==> src/psd_defines.svh <==
// constants of the packed simd integer datapath
`ifndef PSD_DEFINES_SVH
`define PSD_DEFINES_SVH

`define PSD_DATA_W    64
`define PSD_HALF_W    32
`define PSD_REG_CNT   8
`define PSD_IDX_W     3
`define PSD_BE_W      8
`define PSD_BE_FULL   8'hFF
`define PSD_BE_LOW    8'h0F
`define PSD_BE_RST    8'h00
`define PSD_DATA_RST  64'h0000_0000_0000_0000
`define PSD_HALF_RST  32'h0000_0000
`define PSD_ADDR_W    64
`define PSD_ADDR_RST  64'h0000_0000_0000_0000
`define PSD_RD_PORTS  3
`define PSD_LANE_GRPS 3

`endif

==> src/psd_pkg.sv <==
// types shared by the packed simd integer datapath
`include "psd_defines.svh"

package psd_pkg;

   typedef enum logic [3:0] {
      PSD_OP_NOP      = 4'h0,
      PSD_OP_MOVE64   = 4'h1,
      PSD_OP_LOAD64   = 4'h3,
      PSD_OP_LOAD32   = 4'h2,
      PSD_OP_STORE64  = 4'h6,
      PSD_OP_STORE32  = 4'h7,
      PSD_OP_FROM_GPR = 4'h5,
      PSD_OP_TO_GPR   = 4'h4,
      PSD_OP_ADD      = 4'hC,
      PSD_OP_SUB      = 4'hD,
      PSD_OP_AND      = 4'hF,
      PSD_OP_ANDN     = 4'hE,
      PSD_OP_OR       = 4'hA,
      PSD_OP_XOR      = 4'hB
   } psd_op_t;

   typedef enum logic [1:0] {
      PSD_LANE_BYTE  = 2'h0,
      PSD_LANE_WORD  = 2'h1,
      PSD_LANE_DWORD = 2'h2
   } psd_lane_t;

   typedef enum logic [1:0] {
      PSD_WRAP = 2'h0,
      PSD_SSAT = 2'h1,
      PSD_USAT = 2'h2
   } psd_arith_t;

   typedef struct packed {
      logic                    valid;
      psd_op_t                 op;
      psd_lane_t               lane;
      psd_arith_t              arith;
      logic [`PSD_IDX_W-1:0]   dst;
      logic [`PSD_IDX_W-1:0]   srcA;
      logic [`PSD_IDX_W-1:0]   srcB;
      logic [`PSD_HALF_W-1:0]  gprData;
      logic [`PSD_ADDR_W-1:0]  gprAddr;
      logic [`PSD_DATA_W-1:0]  loadData;
   } psd_req_t;

   typedef struct packed {
      logic                    valid;
      logic [`PSD_ADDR_W-1:0]  addr;
      logic [`PSD_BE_W-1:0]    byteEn;
      logic [`PSD_DATA_W-1:0]  data;
   } psd_store_t;

   typedef struct packed {
      logic                    wrEn;
      logic [`PSD_IDX_W-1:0]   idx;
      logic [`PSD_DATA_W-1:0]  wrData;
   } psd_fview_t;

endpackage

==> src/psd_regfile.sv <==
// eight-entry register storage with registered write-first read ports
`timescale 1ns/10ps
`include "psd_defines.svh"

module psd_regfile #(
   parameter int DEPTH = `PSD_REG_CNT,
   parameter int WIDTH = `PSD_DATA_W,
   parameter int IDX_W = `PSD_IDX_W,
   parameter int PORTS = `PSD_RD_PORTS
) (
   input  wire logic                        clk,
   input  wire logic                        sys_rst,
   input  wire logic                        wrEn,
   input  wire logic [IDX_W-1:0]            wrIdx,
   input  wire logic [WIDTH-1:0]            wrData,
   input  wire logic [PORTS-1:0][IDX_W-1:0] rdIdx,
   output logic      [PORTS-1:0][WIDTH-1:0] rdData
);

   logic [WIDTH-1:0]             mem [DEPTH];
   logic [PORTS-1:0][WIDTH-1:0]  rdData_ff;
   logic [PORTS-1:0][WIDTH-1:0]  nxt_rdData;

   always_ff @(posedge clk) begin
      if (wrEn) begin
         mem[wrIdx] <= wrData;
      end
   end

   // write-first so a dependent request in the writeback cycle sees new data
   for (genvar p = 0; p < PORTS; p++) begin : g_rd
      always_comb begin
         if (wrEn && (wrIdx == rdIdx[p])) begin
            nxt_rdData[p] = wrData;
         end else begin
            nxt_rdData[p] = mem[rdIdx[p]];
         end
      end
   end

   always_ff @(posedge clk) begin
      if (sys_rst) begin
         rdData_ff <= '0;
      end else begin
         rdData_ff <= nxt_rdData;
      end
   end

   assign rdData = rdData_ff;

endmodule

==> src/psd_datapath.sv <==
// packed simd integer datapath: register set, lane arithmetic, transfers
`timescale 1ns/10ps
`include "psd_defines.svh"

module psd_datapath #(
   parameter int DATA_W = `PSD_DATA_W,
   parameter int HALF_W = `PSD_HALF_W,
   parameter int IDX_W  = `PSD_IDX_W
) (
   input  wire logic                 clk,
   input  wire logic                 sys_rst,
   input  wire psd_pkg::psd_req_t    req,
   input  wire psd_pkg::psd_fview_t  floatReq,
   output logic                      floatWrReady,
   output logic      [DATA_W-1:0]    floatRdData,
   output logic                      resultValid,
   output logic      [DATA_W-1:0]    result,
   output logic                      gprOutValid,
   output logic      [HALF_W-1:0]    gprOut,
   output psd_pkg::psd_store_t       store,
   output logic                      procFlagsWrEn
);

   psd_pkg::psd_req_t                     s1_ff;
   psd_pkg::psd_req_t                     nxt_s1;
   logic [`PSD_RD_PORTS-1:0][IDX_W-1:0]   rdIdx;
   logic [`PSD_RD_PORTS-1:0][DATA_W-1:0]  rdData;
   logic [DATA_W-1:0]                     opA;
   logic [DATA_W-1:0]                     opB;
   logic [`PSD_LANE_GRPS-1:0][DATA_W-1:0] laneRes;
   logic [DATA_W-1:0]                     arithRes;
   logic [DATA_W-1:0]                     wbData;
   logic                                  wbEn;
   logic                                  isSub;
   logic                                  rfWrEn;
   logic [IDX_W-1:0]                      rfWrIdx;
   logic [DATA_W-1:0]                     rfWrData;

   logic                                  resultValid_ff;
   logic                                  nxt_resultValid;
   logic [DATA_W-1:0]                     result_ff;
   logic [DATA_W-1:0]                     nxt_result;
   logic                                  gprOutValid_ff;
   logic                                  nxt_gprOutValid;
   logic [HALF_W-1:0]                     gprOut_ff;
   logic [HALF_W-1:0]                     nxt_gprOut;
   psd_pkg::psd_store_t                   store_ff;
   psd_pkg::psd_store_t                   nxt_store;

   // stage 1 captures the request while the storage reads its sources
   always_comb begin
      nxt_s1 = req;
   end

   always_ff @(posedge clk) begin
      if (sys_rst) begin
         s1_ff <= '0;
      end else begin
         s1_ff <= nxt_s1;
      end
   end

   assign rdIdx[0] = req.srcA;
   assign rdIdx[1] = req.srcB;
   assign rdIdx[2] = floatReq.idx;

   // float stack view and packed view share one storage array
   psd_regfile #(
      .DEPTH (`PSD_REG_CNT),
      .WIDTH (DATA_W),
      .IDX_W (IDX_W),
      .PORTS (`PSD_RD_PORTS)
   ) u_regs (
      .clk     (clk),
      .sys_rst (sys_rst),
      .wrEn    (rfWrEn),
      .wrIdx   (rfWrIdx),
      .wrData  (rfWrData),
      .rdIdx   (rdIdx),
      .rdData  (rdData)
   );

   assign opA         = rdData[0];
   assign opB         = rdData[1];
   assign floatRdData = rdData[2];
   assign isSub       = (s1_ff.op == psd_pkg::PSD_OP_SUB);

   // one lane group per element size, each lane fully independent
   for (genvar g = 0; g < `PSD_LANE_GRPS; g++) begin : g_grp
      localparam int W = 8 << g;
      localparam int N = 8 >> g;
      for (genvar i = 0; i < N; i++) begin : g_lane
         logic [W-1:0] a;
         logic [W-1:0] b;
         logic [W:0]   ss;
         logic [W:0]   us;
         logic [W-1:0] r;
         assign a = opA[i*W +: W];
         assign b = opB[i*W +: W];
         always_comb begin
            if (isSub) begin
               ss = {a[W-1], a} - {b[W-1], b};
               us = {1'b0, a} - {1'b0, b};
            end else begin
               ss = {a[W-1], a} + {b[W-1], b};
               us = {1'b0, a} + {1'b0, b};
            end
            r = ss[W-1:0];
            if ((s1_ff.arith == psd_pkg::PSD_SSAT) && (g < 2) &&
                (ss[W] != ss[W-1])) begin
               r = ss[W] ? {1'b1, {(W-1){1'b0}}}
                         : {1'b0, {(W-1){1'b1}}};
            end else if ((s1_ff.arith == psd_pkg::PSD_USAT) && (g < 2) &&
                         us[W]) begin
               r = isSub ? {W{1'b0}} : {W{1'b1}};
            end
         end
         assign laneRes[g][i*W +: W] = r;
      end
   end

   always_comb begin
      unique case (s1_ff.lane)
         psd_pkg::PSD_LANE_BYTE:  arithRes = laneRes[0];
         psd_pkg::PSD_LANE_WORD:  arithRes = laneRes[1];
         psd_pkg::PSD_LANE_DWORD: arithRes = laneRes[2];
         default:                 arithRes = laneRes[0];
      endcase
   end

   // result select; nothing here depends on an execution mode
   always_comb begin
      wbEn   = s1_ff.valid;
      wbData = `PSD_DATA_RST;
      unique case (s1_ff.op)
         psd_pkg::PSD_OP_MOVE64:   wbData = opA;
         psd_pkg::PSD_OP_LOAD64:   wbData = s1_ff.loadData;
         psd_pkg::PSD_OP_LOAD32:   wbData = {`PSD_HALF_RST,
                                             s1_ff.loadData[HALF_W-1:0]};
         psd_pkg::PSD_OP_FROM_GPR: wbData = {`PSD_HALF_RST,
                                             s1_ff.gprData};
         psd_pkg::PSD_OP_ADD,
         psd_pkg::PSD_OP_SUB:      wbData = arithRes;
         psd_pkg::PSD_OP_AND:      wbData = opA & opB;
         psd_pkg::PSD_OP_ANDN:     wbData = ~opA & opB;
         psd_pkg::PSD_OP_OR:       wbData = opA | opB;
         psd_pkg::PSD_OP_XOR:      wbData = opA ^ opB;
         default:                  wbEn   = 1'b0;
      endcase
   end

   // packed writeback owns the port; the float view waits for a free cycle
   assign floatWrReady = ~wbEn;
   assign rfWrEn       = wbEn | floatReq.wrEn;
   assign rfWrIdx      = wbEn ? s1_ff.dst : floatReq.idx;
   assign rfWrData     = wbEn ? wbData : floatReq.wrData;

   always_comb begin
      nxt_resultValid = wbEn;
      nxt_result      = wbEn ? wbData : result_ff;
      nxt_gprOutValid = s1_ff.valid &&
                        (s1_ff.op == psd_pkg::PSD_OP_TO_GPR);
      nxt_gprOut      = nxt_gprOutValid ? opA[HALF_W-1:0] : gprOut_ff;
      nxt_store.valid = s1_ff.valid &&
                        ((s1_ff.op == psd_pkg::PSD_OP_STORE64) ||
                         (s1_ff.op == psd_pkg::PSD_OP_STORE32));
      nxt_store.addr  = s1_ff.gprAddr;
      nxt_store.data  = opA;
      if (s1_ff.op == psd_pkg::PSD_OP_STORE32) begin
         nxt_store.byteEn = `PSD_BE_LOW;
         nxt_store.data   = {`PSD_HALF_RST, opA[HALF_W-1:0]};
      end else begin
         nxt_store.byteEn = `PSD_BE_FULL;
      end
      if (!nxt_store.valid) begin
         nxt_store = store_ff;
         nxt_store.valid = 1'b0;
      end
   end

   always_ff @(posedge clk) begin
      if (sys_rst) begin
         resultValid_ff <= 1'b0;
         result_ff      <= `PSD_DATA_RST;
         gprOutValid_ff <= 1'b0;
         gprOut_ff      <= `PSD_HALF_RST;
         store_ff       <= '0;
      end else begin
         resultValid_ff <= nxt_resultValid;
         result_ff      <= nxt_result;
         gprOutValid_ff <= nxt_gprOutValid;
         gprOut_ff      <= nxt_gprOut;
         store_ff       <= nxt_store;
      end
   end

   assign resultValid   = resultValid_ff;
   assign result        = result_ff;
   assign gprOutValid   = gprOutValid_ff;
   assign gprOut        = gprOut_ff;
   assign store         = store_ff;
   assign procFlagsWrEn = 1'b0;

endmodule

==> config.mk <==
export PLATFORM = sky130hd
export DESIGN_NAME = psd_datapath
export DESIGN_NICKNAME = d
export VERILOG_FILES = /design/src/psd_pkg.sv /design/src/psd_regfile.sv /design/src/psd_datapath.sv
export VERILOG_INCLUDE_DIRS = /design/src /design/src/src
export SDC_FILE = /design/constraint.sdc
export NUM_CORES = 2
export LEC_CHECK = 0
export ABC_AREA = 1
export BUFFER_PORTS_ARGS = -buffer_cell sky130_fd_sc_hd__buf_4
export CAP_MARGIN = 10
export CORE_UTILIZATION = 30
export DETAILED_ROUTE_END_ITERATION = 12
export HOLD_SLACK_MARGIN = 0.03
export PLACE_DENSITY_LB_ADDON = 0.2
export SLEW_MARGIN = 5
export SYNTH_ARGS = -nofsm -noshare
export SYNTH_HDL_FRONTEND = slang
export SYNTH_SLANG_ARGS = --single-unit
==> constraint.sdc <==
create_clock -name clk -period 9.9 [get_ports clk]
set_input_delay 1.98 -clock clk [delete_from_list [all_inputs] [get_ports clk]]
set_output_delay 1.98 -clock clk [all_outputs]
set_load 0.02 [all_outputs]
[Word level (Yosys, flattened, before mapping)]
Memory sizes are Yosys's and may differ from the RTL's. A register that Yosys moved wholly into a read port is not among the register bits.
Cells that the tools add are included.
Operators by class
  mux-type cells: 74
  bitwise gates (word level): 7
  equal/unequal tests: 29
  $add $sub $neg: 52
  reduce and logical (&&, ||, !) cells: 29
Operators with widths (number)
  64-bit case mux with 9 select lines: 1
  16-bit two-way mux: 13
  8-bit two-way mux: 26
  8-bit by 8-bit adder with 9-bit output: 16
  9-bit two-way mux: 16
  8-bit by 8-bit subtractor with 9-bit output: 16
  137-bit two-way mux: 1
  16-bit by 16-bit adder with 17-bit output: 8
  17-bit two-way mux: 8
  16-bit by 16-bit subtractor with 17-bit output: 8
  64-bit AND: 2
  64-bit two-way mux: 2
  64-bit case mux with 2 select lines: 1
  32-bit adder: 2
  32-bit two-way mux: 2
  64-bit NOT: 1
  64-bit OR: 1
  32-bit subtractor: 2
  64-bit bitwise XOR: 1
  1-bit logical AND: 26
  4-bit equality test (second input constant): 6
  4-bit by 3-bit equality test with 1-bit output (second input constant): 4
  1-bit != test: 12
  10-bit OR reduction: 1
  10 further kinds: 15
Storage, ports and cells
  input port bits: 248
  register bits: 407
  memories: 1
  RAM bits: 512
Memory list
  u_regs.mem: words 8, width 64, read ports 3, clocked after memory_dff 3, wr ports 1, RTL line psd_regfile.sv:20  | logic [WIDTH-1:0] mem [DEPTH];

[Depth between registers and ports, before layout]
  depth after elaboration: 8
  mapped depth: 36

[By module]
Synthesis repeated with hierarchy kept, for this count alone.
Unflattened totals
  cell total of the unflattened synthesis: 10253
  area, all modules: 69289.0 µm²
By module, submodules not included
  psd_regfile: times used 1, cells an instance 5178, area each 38159.1 µm², sequential area each 19218.4 µm²
  psd_datapath: times used 1, cells an instance 5075, area each 31129.9 µm², sequential area each 8027.7 µm²

[Worst setup path before layout]
Ideal clock, no wire load.
  path kind: input to register
  from: input floatReq[64] in the netlist's numbering
  to: memory u_regs.mem[1][0] in the netlist's numbering (enable)
  stages on the path: 5
  arrival: 5.162 ns
  buffers on the path: 1
  slack: 4.251 ns
  required time: 9.413 ns
  library setup time: 0.487 ns
  cell sequence: buf_2 > nand2_1 > o21ai_2 > nand2_1 > nor2_1
On the way
  word-level cells in the longest chain between the ends: 1
RTL lines
  start, declared: RTL line psd_datapath.sv:13  | input wire psd_pkg::psd_fview_t floatReq,
  3-bit two-way mux: RTL line psd_datapath.sv:155  | assign rfWrIdx = wbEn ? s1_ff.dst : floatReq.idx;
  end, declared: RTL line psd_regfile.sv:20
No other way between the ends.

[Worst setup path after layout]
  from: register s1_ff[176] in the netlist's numbering
  to: memory u_regs.mem[4][57] in the netlist's numbering, data pin
On the way
  word-level cells in the longest chain between the ends: 8
  elaborated cells between the ends (all ways): 35
  those cells by class: eq/ne: 12; mux: 17; reduce/logical: 6
RTL lines
  start, declared: RTL line psd_datapath.sv:24  | psd_pkg::psd_req_t s1_ff;
  start signal, assigned: RTL line psd_datapath.sv:59  | s1_ff <= nxt_s1;
  4-bit equality test: RTL line psd_datapath.sv:86, psd_datapath.sv:135
  9-bit two-way mux or 17-bit two-way mux (tied branches): RTL line psd_datapath.sv:101  | if (isSub) begin
  1-bit logical AND or 1-bit != test (tied branches): RTL line psd_datapath.sv:113, psd_datapath.sv:110
  8-bit two-way mux (tied with other cells): RTL line psd_datapath.sv:113  | end else if ((s1_ff.arith == psd_pkg::PSD_USAT) && (g < 2) &&
  8-bit two-way mux or 16-bit two-way mux (tied branches): RTL line psd_datapath.sv:109  | if ((s1_ff.arith == psd_pkg::PSD_SSAT) && (g < 2) &&
  64-bit case mux with 2 select lines: RTL line psd_datapath.sv:123  | unique case (s1_ff.lane)
  64-bit case mux with 9 select lines: RTL line psd_datapath.sv:135  | unique case (s1_ff.op)
  64-bit two-way mux (*): RTL line psd_datapath.sv:156  | assign rfWrData = wbEn ? wbData : floatReq.wrData;
  via rfWrData[57]: RTL line psd_datapath.sv:37  | logic [DATA_W-1:0] rfWrData;
Mark *: on every way through the listed nets, which the timed path passes. The rest lies on a longest branch.

==> reports/results.ini <==
[status]
status=completed

[critical_path]
crit_path_start_kind=flop
cp_slowest_cell=buf_4
cp_max_fo=51
critPathBufInv=2
worst_setup_path_end_kind=flop
cp.arrival_ns=6.89
cp.required_ns=10.40
path_class=reg2reg
critical_path.max_stage_delay_ns=0.52
crit_family=simple AND/OR/NAND/NOR gates
cpMostUsedCell=nand2_1

[floorplan]
coreArea_mm2=0.223
ioPinCount=549
start_util=0.302
die_y_um=476
rows=173
die_w_um=476
die-area_mm2=0.226

[place]
placed_area_mm2=0.0733
gp_congestion=0.988
dp_hpwl_mm=212
place.port_buffers=547

[synthesis]
yosysSeqAreaShare=0.404
ys_seq_elements=1105
yosysWarnings=0
syn_area_per_cell_um2=7.10
syn_area_mm2=0.0674
async_flop_share=0
post-synth-top-area-fraction=0.228
ys.flop_type=dfxtp_1
synth_cell_types=60
synth.area.top_cells=edfxtp_1, dfxtp_1, nand2_1
synth_edf_count=512
syn-num-nets=9945
syn_inst=9489
synth.largest_area_cell=edfxtp_1

[route]
wire_per_inst_um=24.3
drc=0
dr.pass1.iters=7
routed_via_density=5.38
antenna_left=0
totalWireLength_mm=309
dr_total_vias=68400
drt_iter0_drc=7642

[final_layout]
utilization=0.349
nets=10100
nFillCells=23700
layout-drive-gt1-share=0.103
area_growth_pct=15.4
final_area_mm2=0.0777

[global_route]
grt_pass1_vias=63400
track_usage=0.264
grt_remaining_overflow=0
antenna_found_initial=18
grt_first_pass_wirelength_mm=438
grt_max_degree=179

[clock_network]
cts_sinks=1105
cts_resized=0
cts_hold_buf=0
clk_pin_slew_ns=0.06
cts_buffers=130
htree_levels=4
clock_latency_ns=0.84
postCtsSetupRepairBufs=0
cts_tree=yes
clock-root-buffer=clkbuf_16
clk_path_buf_depth=3

[timing]
finalSetupViolations=0
hold_viol_final=0
hold-worst-slack_ns=0.443
fin_tns_setup_ns=0
period_needed_ns=6.39
fmax_mhz=156
finalCritPeriodShare=0.646
rsz0062_at_grt=no
worst_pin_slew_ns=1.25
slew_violations=0
skew_ns=0.0564
maxSlewHeadroom=0.166

[power_and_ir_drop]
clockPowerShare=0.363
power_density_mw_per_mm2=177
power.total_mw=13.7
total_leakage_power_nw=35.5
pwr-share-seq=0.386
peakVddDrop_uv=196
comb_power_share=0.252
internal_power_mw=9.01
switching_share=0.344
p_switching_mw=4.73

[job]
drv_cap=0

[min_path]
worstHoldPathType=reg2reg

[area by class of cell]
type | count | area (um2) | area share
multi-input combinational | 6729 | 33600 | 0.432
sequential | 1105 | 27200 | 0.351
timing repair buffer | 642 | 4900 | 0.0630
inverter | 1017 | 3860 | 0.0496
clock buffer | 179 | 3740 | 0.0481
tap | 2975 | 3720 | 0.0479
clock inverter | 58 | 691 | 0.00889
antenna | 3 | 7.51 | 0.0000966
[metrics by stage]
stage / instances / setup WS (ns)
floorplan: 9489 / 4.25
global placement: 12500 / 3.72
detailed placement: 12500 / 3.71
CTS: 12700 / 3.71
global route: 12700 / 3.05
finish: 12700 / 3.51
[cell usage after synthesis, types with 13 or more instances]
master        n
a21oi_1     744
nor2_1      610
dfxtp_1     593
a31oi_1     202
xnor2_1      21
nand3_1    1232
nand2_1    2357
clkbuf_1    433
ha_1        200
buf_1        46
a2111oi_0    53
a22o_1       13
o21bai_1     16
o21ai_1      22
buf_2        66
o211ai_1     29
or2_2        22
buf_4        87
nand3_2      18
edfxtp_1    512
xor2_1      151
o21ai_0     779
a211oi_1     31
nand4_1      26
nand2_2      42
nor3_1       56
inv_1       994
inv_2        18
o22ai_1      13
[placed cells by master, fill, tap and decap left out, types with 202 or more instances in the layout]
cell type	netlist	final
a21oi_1	744	744
o21ai_0	779	779
a31oi_1	202	202
inv_1	994	983
nand3_1	1232	1232
dfxtp_1	593	592
buf_4	87	634
nand2_1	2357	2356
edfxtp_1	512	512
nor2_1	610	598
[tightest hold or removal path: cells and delay by family, from the launching register on]
family	cells	cell delay, ns
buffers and inverters	1	0.05
DFF	1	0.31
AOI/OAI and AO/OA	1	0.05
[flip-flops by register name, summed over array words and instances, names as in the netlist]
name and flops:
gprOut 32, gprOutValid 1, result 64, resultValid 1
s1_ff 172, store 131, u_regs.mem 512, u_regs.rdData 192
[cell families (layout without fill, tap and decap cells)]
logic type      after synthesis  after routing  synth area share
compound gates             1945           1945             0.157
other cells                   1              4         0.0000557
fa+ha+maj                   208            208            0.0395
buf+inv                    1655           1896            0.0990
simple gates               4400           4400             0.277
mux                           3              3          0.000446
xor+xnor                    172            172            0.0224
flops                      1105           1105             0.404
[per-layer routing]
layer,part of all wire,GRT usage,vias to the layer above
met3,0.097,0.0587,679
met2,0.43,0.400,3627
li1,-,-,31800
met5,0.00035,0,-
met1,0.42,0.352,32300
met4,0.052,0.127,16
[final timing paths]
kind	from	to	slack, ns	cells past startpoint
worst min-delay path	store[61]	store[61]	0.44	2
worst max-delay path	s1_ff[176]	u_regs.mem[4][57]	3.51	26
worst max register to register	s1_ff[176]	u_regs.mem[4][57]	3.51	26
worst min register to register	store[61]	store[61]	0.44	2
[power groups by stage]
stage	Clock (mW)	Combinational [mW]	Sequential [mW]
2_1_floorplan	0	2.35	5.23
4_1_cts	5.10	3.40	5.28
3_3_place_gp	0	3.37	5.37
5_1_grt	5.27	3.83	5.30
6_report	4.98	3.46	5.30
3_5_place_dp	0	3.38	5.37
(Power assumes the default switching activity.)
